[config.mk]
export PLATFORM = sky130hd
export DESIGN_NAME = ubg_baud_generator
export DESIGN_NICKNAME = d
export VERILOG_FILES = /design/src/hw/ubg_pkg.sv /design/src/hw/ubg_counter.sv /design/src/hw/ubg_avl_slave.sv /design/src/hw/ubg_baud_generator.sv
export SDC_FILE = /design/constraint.sdc
export NUM_CORES = 1
export LEC_CHECK = 0
export BUFFER_PORTS_ARGS = -buffer_cell sky130_fd_sc_hd__buf_2
export CORE_MARGIN = 2
export CORE_UTILIZATION = 50
export DETAILED_ROUTE_END_ITERATION = 7
export PLACE_DENSITY = 0.72
export SETUP_SLACK_MARGIN = 0.15
export SYNTH_ARGS = -nofsm -noshare
export SYNTH_HDL_FRONTEND = slang
export SYNTH_SLANG_ARGS = --single-unit
[constraint.sdc]
create_clock -name clk -period 3.4 [get_ports clk]
set_input_delay 0 -clock clk [delete_from_list [all_inputs] [get_ports clk]]
set_output_delay 0 -clock clk [all_outputs]
set_load 0.01 [all_outputs]
[src/hw/ubg_pkg.sv]
// ubg_pkg: constants and carriers of the baud rate generator
// assumes a 32-bit avalon-mm slave port with byte addresses
package ubg_pkg;

  // register byte offsets, one aligned word each
  localparam logic [7:0] OFF_DIV_LOW   = 8'h00;
  localparam logic [7:0] OFF_DIV_HIGH  = 8'h04;
  localparam logic [7:0] OFF_TX_CTRL   = 8'h08;
  localparam logic [7:0] OFF_BAUD_CTRL = 8'h0c;
  localparam logic [7:0] OFF_CNT_LOW   = 8'h10;
  localparam logic [7:0] OFF_CNT_HIGH  = 8'h14;

  // field positions
  localparam int TX_SYNC_BIT = 4;
  localparam int TX_HS_BIT   = 2;
  localparam int BC_CKP_BIT  = 4;
  localparam int BC_WIDE_BIT = 3;

  // values after reset
  localparam logic [7:0] RST_DIV_LOW  = 8'h00;
  localparam logic [7:0] RST_DIV_HIGH = 8'h00;
  localparam logic       RST_CTRL_BIT = 1'b0;

  // prescaler limits: oscillator cycles per divisor step, minus one
  localparam logic [5:0] PRE_LIM_64 = 6'h3f;
  localparam logic [5:0] PRE_LIM_16 = 6'h0f;
  localparam logic [5:0] PRE_LIM_4  = 6'h03;

  typedef struct packed {
    logic        read;
    logic        write;
    logic [7:0]  address;
    logic [31:0] writedata;
    logic [3:0]  byteenable;
  } ubg_avl_req_t;

  typedef struct packed {
    logic [31:0] readdata;
    logic        waitrequest;
  } ubg_avl_rsp_t;

  typedef struct packed {
    logic sync_mode;
    logic high_speed_select;
    logic clock_polarity_select;
    logic wide_divisor_select;
  } ubg_cfg_t;

endpackage

[src/hw/ubg_counter.sv]
// ubg_counter: up counter with restart and programmable wrap limit
// assumes limit may change at any time; restart wins over step
`timescale 1ns/1ps
`default_nettype none
module ubg_counter #(
  parameter int W = 8
) (
  // clock and reset
  input  wire logic         clk,
  input  wire logic         rst_n,
  // control
  input  wire logic         restart,
  input  wire logic         step,
  input  wire logic [W-1:0] limit,
  // status
  output logic      [W-1:0] count,
  output logic              wrap
);

  typedef struct packed {
    logic [W-1:0] cnt;
  } ubg_cnt_state_t;

  ubg_cnt_state_t st_ff;
  ubg_cnt_state_t nxt_st;

  // >= so a lowered limit never leaves the counter running past it
  assign wrap  = step & ~restart & (st_ff.cnt >= limit);
  assign count = st_ff.cnt;

  always_comb begin
    nxt_st = st_ff;
    if (restart) begin
      nxt_st.cnt = '0;
    end else if (wrap) begin
      nxt_st.cnt = '0;
    end else if (step) begin
      nxt_st.cnt = st_ff.cnt + W'(1);
    end
  end

  always_ff @(posedge clk or negedge rst_n) begin
    if (!rst_n) begin
      st_ff <= '0;
    end else begin
      st_ff <= nxt_st;
    end
  end

endmodule
`default_nettype wire

[src/hw/ubg_avl_slave.sv]
// ubg_avl_slave: avalon-mm handshake with one wait state per access
// assumes the master holds its request until waitrequest is low
`timescale 1ns/1ps
`default_nettype none
module ubg_avl_slave (
  // clock and reset
  input  wire logic                 clk,
  input  wire logic                 rst_n,
  // bus side
  input  wire ubg_pkg::ubg_avl_req_t req,
  output ubg_pkg::ubg_avl_rsp_t      rsp,
  // register side
  input  wire logic [31:0]          rd_value,
  output logic                      wr_fire
);

  typedef struct packed {
    logic        ack;
    logic [31:0] rdata;
  } ubg_slv_state_t;

  ubg_slv_state_t st_ff;
  ubg_slv_state_t nxt_st;
  logic           busy;

  assign busy            = req.read | req.write;
  // one driver for the whole response, readdata above waitrequest
  assign rsp             = {st_ff.rdata, busy & ~st_ff.ack};
  assign wr_fire         = req.write & st_ff.ack;

  // read data captured in the wait cycle, so it stands at the accept edge
  always_comb begin
    nxt_st     = st_ff;
    nxt_st.ack = busy & ~st_ff.ack;
    if (req.read && !st_ff.ack) begin
      nxt_st.rdata = rd_value;
    end
  end

  always_ff @(posedge clk or negedge rst_n) begin
    if (!rst_n) begin
      st_ff <= '0;
    end else begin
      st_ff <= nxt_st;
    end
  end

endmodule
`default_nettype wire

[src/hw/ubg_baud_generator.sv]
// ubg_baud_generator: register file and divider of a serial baud generator
// assumes one 200 MHz clock, avalon-mm master, consumers of baud_tick
//
// The Avalon-MM register port and the register offsets were left to the implementer.
`timescale 1ns/1ps
`default_nettype none
module ubg_baud_generator (
  // clock and reset
  input  wire logic                  clk,
  input  wire logic                  rst_n,
  // register bus
  input  wire ubg_pkg::ubg_avl_req_t avl_req,
  output ubg_pkg::ubg_avl_rsp_t      avl_rsp,
  // generator outputs
  output logic                       baud_tick,
  output ubg_pkg::ubg_cfg_t          cfg
);

  typedef struct packed {
    logic [7:0]        div_low;
    logic [7:0]        div_high;
    ubg_pkg::ubg_cfg_t cfg;
    logic              tick;
  } ubg_top_state_t;

  ubg_top_state_t st_ff;
  ubg_top_state_t nxt_st;

  logic        wr_fire;
  logic        wr_low;
  logic        wr_high;
  logic        wr_tx;
  logic        wr_bc;
  logic [7:0]  acc_addr;
  logic [31:0] rd_value;
  logic [15:0] divisor_n;
  logic [5:0]  pre_limit;
  logic        restart;
  logic [5:0]  pre_count;
  logic        pre_wrap;
  logic [15:0] div_count;
  logic        div_wrap;

  // word address, byte lane bits ignored
  assign acc_addr = {avl_req.address[7:2], 2'b00};

  ubg_avl_slave u_slave (
    .clk      (clk),
    .rst_n    (rst_n),
    .req      (avl_req),
    .rsp      (avl_rsp),
    .rd_value (rd_value),
    .wr_fire  (wr_fire)
  );

  // registers are 8 bits wide, only lane 0 can write them
  assign wr_low  = wr_fire & avl_req.byteenable[0] & (acc_addr == ubg_pkg::OFF_DIV_LOW);
  assign wr_high = wr_fire & avl_req.byteenable[0] & (acc_addr == ubg_pkg::OFF_DIV_HIGH);
  assign wr_tx   = wr_fire & avl_req.byteenable[0] & (acc_addr == ubg_pkg::OFF_TX_CTRL);
  assign wr_bc   = wr_fire & avl_req.byteenable[0] & (acc_addr == ubg_pkg::OFF_BAUD_CTRL);

  // a divisor byte write starts a fresh period; a wide bit write changes the divisor without restart
  assign restart = wr_low | wr_high;

  // divisor pair, high byte masked in narrow mode
  always_comb begin
    if (st_ff.cfg.wide_divisor_select) begin
      divisor_n = {st_ff.div_high, st_ff.div_low};
    end else begin
      divisor_n = {8'h00, st_ff.div_low};
    end
  end

  // prescale ratio from sync, wide and high speed bits
  always_comb begin
    if (st_ff.cfg.sync_mode) begin
      pre_limit = ubg_pkg::PRE_LIM_4;
    end else if (st_ff.cfg.wide_divisor_select) begin
      if (st_ff.cfg.high_speed_select) begin
        pre_limit = ubg_pkg::PRE_LIM_4;
      end else begin
        pre_limit = ubg_pkg::PRE_LIM_16;
      end
    end else begin
      if (st_ff.cfg.high_speed_select) begin
        pre_limit = ubg_pkg::PRE_LIM_16;
      end else begin
        pre_limit = ubg_pkg::PRE_LIM_64;
      end
    end
  end

  ubg_counter #(
    .W (6)
  ) u_prescale (
    .clk     (clk),
    .rst_n   (rst_n),
    .restart (restart),
    .step    (1'b1),
    .limit   (pre_limit),
    .count   (pre_count),
    .wrap    (pre_wrap)
  );

  ubg_counter #(
    .W (16)
  ) u_divide (
    .clk     (clk),
    .rst_n   (rst_n),
    .restart (restart),
    .step    (pre_wrap),
    .limit   (divisor_n),
    .count   (div_count),
    .wrap    (div_wrap)
  );

  // read mux, unmapped words and unused bits read zero
  always_comb begin
    rd_value = 32'h0000_0000;
    case (acc_addr)
      ubg_pkg::OFF_DIV_LOW: begin
        rd_value[7:0] = st_ff.div_low;
      end
      ubg_pkg::OFF_DIV_HIGH: begin
        rd_value[7:0] = st_ff.div_high;
      end
      ubg_pkg::OFF_TX_CTRL: begin
        rd_value[ubg_pkg::TX_SYNC_BIT] = st_ff.cfg.sync_mode;
        rd_value[ubg_pkg::TX_HS_BIT]   = st_ff.cfg.high_speed_select;
      end
      ubg_pkg::OFF_BAUD_CTRL: begin
        rd_value[ubg_pkg::BC_CKP_BIT]  = st_ff.cfg.clock_polarity_select;
        rd_value[ubg_pkg::BC_WIDE_BIT] = st_ff.cfg.wide_divisor_select;
      end
      ubg_pkg::OFF_CNT_LOW: begin
        rd_value[7:0] = div_count[7:0];
      end
      ubg_pkg::OFF_CNT_HIGH: begin
        rd_value[7:0] = div_count[15:8];
      end
      default: begin
        rd_value = 32'h0000_0000;
      end
    endcase
  end

  always_comb begin
    nxt_st      = st_ff;
    nxt_st.tick = div_wrap;
    if (wr_low) begin
      nxt_st.div_low = avl_req.writedata[7:0];
    end
    if (wr_high) begin
      nxt_st.div_high = avl_req.writedata[7:0];
    end
    if (wr_tx) begin
      nxt_st.cfg.sync_mode         = avl_req.writedata[ubg_pkg::TX_SYNC_BIT];
      nxt_st.cfg.high_speed_select = avl_req.writedata[ubg_pkg::TX_HS_BIT];
    end
    if (wr_bc) begin
      nxt_st.cfg.clock_polarity_select = avl_req.writedata[ubg_pkg::BC_CKP_BIT];
      nxt_st.cfg.wide_divisor_select   = avl_req.writedata[ubg_pkg::BC_WIDE_BIT];
    end
  end

  always_ff @(posedge clk or negedge rst_n) begin
    if (!rst_n) begin
      st_ff.div_low                   <= ubg_pkg::RST_DIV_LOW;
      st_ff.div_high                  <= ubg_pkg::RST_DIV_HIGH;
      st_ff.cfg.sync_mode             <= ubg_pkg::RST_CTRL_BIT;
      st_ff.cfg.high_speed_select     <= ubg_pkg::RST_CTRL_BIT;
      st_ff.cfg.clock_polarity_select <= ubg_pkg::RST_CTRL_BIT;
      st_ff.cfg.wide_divisor_select   <= ubg_pkg::RST_CTRL_BIT;
      st_ff.tick                      <= 1'b0;
    end else begin
      st_ff <= nxt_st;
    end
  end

  assign baud_tick = st_ff.tick;
  assign cfg       = st_ff.cfg;
endmodule
`default_nettype wire

== Word-level counts from Yosys, hierarchy flattened ==
Index checks and enable logic that the tools add are counted.

* $add $sub $neg: 2
* Order comparisons: 2
* Equality and inequality tests: 5
* Mux-type cells: 15
* Bitwise operators: 14
* Reduce and logical (&&, ||, !) cells: 4

{| class="wikitable"
|+ Operators by type and width
! cell !! count
|-
| two-way mux 16 bit || 4
|-
| two-way mux 6 bit || 5
|-
| adder 16 x 1 -> 16 bit, second input constant || 1
|-
| greater-or-equal comparator 16 bit || 1
|-
| equality test 6 x 2 -> 1 bit, second input constant || 2
|-
| equality test 6 x 3 -> 1 bit, second input constant || 2
|-
| case mux 3 bit (4 select lines) || 1
|-
| bitwise AND 1 bit || 10
|-
| case mux 1 bit (5 select lines) || 2
|-
| zero test 8 bit || 1
|-
| case mux 2 bit (4 select lines) || 1
|-
| adder 6 x 1 -> 6 bit, second input constant || 1
|-
| equality test 6 x 1 -> 1 bit, second input constant || 1
|-
| greater-or-equal comparator 6 bit || 1
|-
| case mux 1 bit (6 select lines) || 1
|-
| two-way mux 4 bit || 1
|-
| nonzero test 3 bit || 1
|-
| NOT 1 bit || 2
|-
| OR 1 bit || 2
|-
| logical AND 1 bit || 1
|-
| zero test 1 bit || 1
|}

* Register bits after elaboration: 52
* Bits of input ports: 48
* Output and inout bits: 38
* Word-level logic and storage cells: 53

== Longest topological paths before layout ==
* Depth in word-level cells: 10
* Mapped depth: 11

== Hierarchy ==
From an unflattened synthesis, not the netlist that was laid out.

* Cell total of the unflattened synthesis: 411
* Area total of the unflattened synthesis: 4663.2 um2

{| class="wikitable"
|+ By module, submodules not included
! module !! times used !! cells an instance !! area an instance (um2)
|-
| ubg_avl_slave || 1 || 105 || 1630.3
|-
| ubg_counter (u_divide) || 1 || 155 || 1298.7
|-
| ubg_baud_generator || 1 || 98 || 1266.2
|-
| ubg_counter (u_prescale) || 1 || 53 || 467.9
|}

== Worst setup path after synthesis ==
No wires, ideal clock.

* Path type: reg2reg
* Start point: register, netlist name cfg[0]
* End point: register u_divide.st_ff, in the netlist u_divide.count[7]
* Setup time: 104 ps
* Arrival: 2371 ps
* Path slack: 925 ps
* Cell stages (with the launch flop): 11
* Buffers on the path: 2
* Clock period less this slack: 2475 ps
* Path through: dfrtp_1 -> clkbuf_1 -> nand2_1 -> ha_1 -> a21o_1 -> a21o_1 -> a2111o_1 -> a211oi_2 -> buf_2 -> nand3_1 -> o311ai_1

* Word-level cells in the longest chain between the ends: 8
* Elaborated cells between the ends (all ways): 11
* Classes of those cells: 2 x order compare; 5 x mux; 3 x bitwise; 1 x reduce/logical

{| class="wikitable"
|+ RTL lines
! what !! line !! RTL
|-
| two-way mux 6 bit || ubg_baud_generator.sv:78 || <nowiki>end else if (st_ff.cfg.wide_divisor_select) begin</nowiki>
|-
| two-way mux 6 bit || ubg_baud_generator.sv:76 || <nowiki>if (st_ff.cfg.sync_mode) begin</nowiki>
|-
| greater-or-equal comparator 6 bit || ubg_counter.sv:28 || <nowiki>assign wrap = step & ~restart & (st_ff.cnt >= limit);</nowiki>
|-
| bitwise AND 1 bit (3 in a row) || ubg_counter.sv:28 ||
|-
| two-way mux 16 bit || ubg_counter.sv:35 || <nowiki>end else if (wrap) begin</nowiki>
|-
| two-way mux 16 bit || ubg_counter.sv:33 || <nowiki>if (restart) begin</nowiki>
|-
| end signal, assigned || ubg_counter.sv:46 || <nowiki>st_ff <= nxt_st;</nowiki>
|-
| end, declared || ubg_counter.sv:24 || <nowiki>ubg_cnt_state_t st_ff;</nowiki>
|}

Parallel ways exist; a longest one is shown, timed or not.
A chain may end at the register's enable or synchronous reset.

== Worst setup path in the final report ==
* Start point: register, netlist name cfg[0]
* End point: register u_divide.st_ff, in the netlist u_divide.count[7]

* Word-level cells in the longest chain between the ends: 8
* Elaborated cells between the ends (all ways): 11
* Classes of those cells: 2 x order compare; 5 x mux; 3 x bitwise; 1 x reduce/logical

{| class="wikitable"
|+ RTL lines
! what !! line
|-
| two-way mux 6 bit || ubg_baud_generator.sv:78
|-
| two-way mux 6 bit || ubg_baud_generator.sv:76
|-
| greater-or-equal comparator 6 bit || ubg_counter.sv:28
|-
| bitwise AND 1 bit (3 in a row) || ubg_counter.sv:28
|-
| two-way mux 16 bit || ubg_counter.sv:35
|-
| two-way mux 16 bit || ubg_counter.sv:33
|}

Parallel ways exist; a longest one is shown, timed or not.

==> flow_summary.yaml <==
sta:
  setup_viol_count_final: 0
  fin_skew_ns: 0.0135
  slew_headroom: 0.521
  fin_tns_setup_ns: 0
  slew_violations: 0
  max_freq_mhz: 361
  grt_setup_unrepaired: "false"
  worst_slew_pin_slew_ns: 0.713
  finalHoldViolations: 0
  finalCritPeriodShare: 0.815
  fin_crit_ns: 2.77
global_route:
  grt_pass1_wl_um: 11100
  grtUsageTotal: 0.192
  antenna_found_initial: 0
  first_global_vias: 2314
  grt_max_degree: 53
  overflow: 0
logic_synthesis:
  ys_seq_area_frac: 0.394
  yosys_warnings: 0
  syn_area_mm2: 0.00331
  synth-seq-cells: 52
  synthCells: 345
  synth.distinct_cells: 49
  syn_area_per_cell_um2: 9.58
  yosysTopAreaCell: "dfrtp_1"
  synthTopCellsByArea: "dfrtp_1 39%, buf_4 8.4%, ha_1 8.3%"
  synth_edf_count: 0
  synth_top_area_frac: 0.394
  async_flop_share: 1.00
  ys.flop_type: "dfrtp_1"
routing:
  drtAntennaViolNets: 0
  num_vias: 2516
  dr.pass1.iters: 5
  wl_um: 6760
  avgViaCountPerCell: 5.59
  drt_iter0_markers: 182
  wire_per_inst_um: 15.0
  drcViolationCount: 0
floorplanning:
  initial_core_util: 0.518
  die_h_um: 85.3
  boundaryPins: 86
  core_area_mm2: 0.00639
  design.die.area_mm2: 0.00728
  rows: 29
  dieWidth_um: 85.3
cts:
  insertion_delay_ns: 0.32
  clockRootBuffer: "clkbuf_8"
  clock_path_buffers: 2
  cts_made_buffers: 5
  cts_sinks: 52
  cts.reportedPaths.clkPinSlew_ns: 0.10
  h-tree-depth: 2
  cts_tree: "built"
pwr:
  power.leakage_nw: 1.82
  ir_drop_mv: 0.280
  seqPwrFrac: 0.481
  pwr-share-clk: 0.321
  combPwrFrac: 0.198
  intPower_mw: 1.11
  power_density_mw_per_mm2: 436
  p_sw_frac: 0.290
  power_switching_uw: 452
worst_setup_path:
  crit_path_start_kind: "flop"
  critical_path.most_common_cell: "a21o_1"
  crit_fanout: 13
  end_kind: "flop"
  cp_num_buf_inv: 0
  critPathSlowestCell: "dfrtp_1"
  r2r_start: "cfg[0]"
  critPathRequiredTime_ns: 3.60
  cp_data_arrival_time_ns: 2.97
  path_cells: "nand2_1, ha_1, a21o_1, a21o_1, a2111o_1, a21oi_1, o211ai_1, o311ai_1"
  endpoint: "u_divide.count[7]"
  critPathTopFamily: "compound AO/OA/AOI/OAI gates"
  worst-path-stages: 8
  reg2reg_depth: 8
  regToRegEndpoint: "u_divide.count[7]"
  crit_start: "cfg[0]"
  r2r_slack_ns: 0.63
  crit_type: "reg -> reg"
  max_stage_delay_ns: 0.64
layout:
  layout.nets: 443
  final_common_cell: "dfrtp_1"
  drive_gt1_frac: 0.174
  finish.instance_area_mm2: 0.00357
  diodes: 0
  fill_cells: 569
  area_delta_synth_final_pct: 8.06
  layout_common_cells: "52 x dfrtp_1, 40 x nand2_1, 32 x buf_2"
  fin_cells: 450
placement:
  globalplace.congestion: 0.809
  dp_hpwl_um: 4860
  placedCellCount: 432
  portBuffers: 32
  place_area_mm2: 0.00333
min_path:
  hp-class: "in -> reg"
run_status:
  status: "finished clean"
flow_run:
  cap_violations: 0
[repair_timing]
item	4_1_cts	5_1_grt
gates resized for setup	0	0
buffers inserted	0	0
endpoints found under the hold margin	73	0
hold buffers	11	0
[metrics by stage]
step	util	setup slack, ns	total power [mW]	hold WS, ns
final	0.559	0.629	1.56	0.232
after global routing	0.559	0.420	1.64	0.256
after CTS	0.559	0.620	1.57	0.226
after detailed placement	0.522	0.637	1.06	0.168
after global placement	0.522	0.689	1.05	0.159
after floorplan	-	0.925	1.01	-0.296
[per-layer routing]
layer	track usage	routed length (µm)	vias to the layer above
met2	0.296	3050	75
met5	0	0	-
li1	-	-	1228
met3	0.0321	346	12
met1	0.276	3260	1201
met4	0.0620	106	0
[cell type report]
class	instances	area, µm²	area share
Sequential cell	52	1300	0.364
Timing Repair Buffer	46	293	0.0820
Inverter	12	45.0	0.0126
Clock inverter	2	60.1	0.0168
Clock buffer	5	68.8	0.0193
Multi-Input combinational cell	256	1710	0.478
Tap cell	77	96.3	0.0270
[worst min path at each step]
| stage | from | endpoint | cells after the start |
|---|---|---|---|
| finish | avl_req[39] | cfg[0] | 3 |
| global placement | rst_n | u_prescale.count[3] | 2 |
| global route | avl_req[39] | cfg[0] | 3 |
| detailed placement | rst_n | u_prescale.count[2] | 2 |
| floorplan | rst_n | baud_tick | 0 |
| CTS | avl_req[39] | cfg[0] | 3 |
[registers in the layout, summed over array words and instances, names as in the netlist]
name	count
u_prescale.count	6
cfg	4
u_slave.rsp	8
u_divide.count	16
st_ff	16
u_slave.st_ff	1
baud_tick	1
[power groups by stage]
stage          Clock [mW]  Sequential (mW)  Combinational (mW)
6_report            0.501            0.749               0.309
3_5_place_dp            0            0.762               0.301
3_3_place_gp            0            0.759               0.289
2_1_floorplan           0            0.741               0.264
4_1_cts             0.507            0.749               0.312
5_1_grt             0.529            0.757               0.355
[cells in the mapped netlist (10+ instances only)]
master   number
nor2_1       25
o21ai_0      15
buf_4        37
nand2_1      40
ha_1         22
nand3_1      15
a21o_1       10
a21oi_1      18
inv_1        12
mux2_2       14
dfrtp_1      52
[worst reg2reg max path, cell delays in order, from the launching register on]
cell and delay [ns]:
dfrtp_1 0.64, nand2_1 0.11, ha_1 0.31, a21o_1 0.16, a21o_1 0.17, a2111o_1 0.44, a21oi_1 0.22, o211ai_1 0.26
o311ai_1 0.36
[logic make-up after synthesis]
| family | Yosys count | synth area share |
|---|---|---|
| AOI/OAI and AO/OA | 75 | 0.160 |
| xor gates and xnor gates | 5 | 0.0132 |
| adders and majority gates | 22 | 0.0833 |
| buffers and inverters | 60 | 0.116 |
| DFF | 52 | 0.394 |
| muxes | 22 | 0.0719 |
| other | 1 | 0.00113 |
| and+or+nand+nor | 108 | 0.161 |
Power figures use the tool's default switching activity.
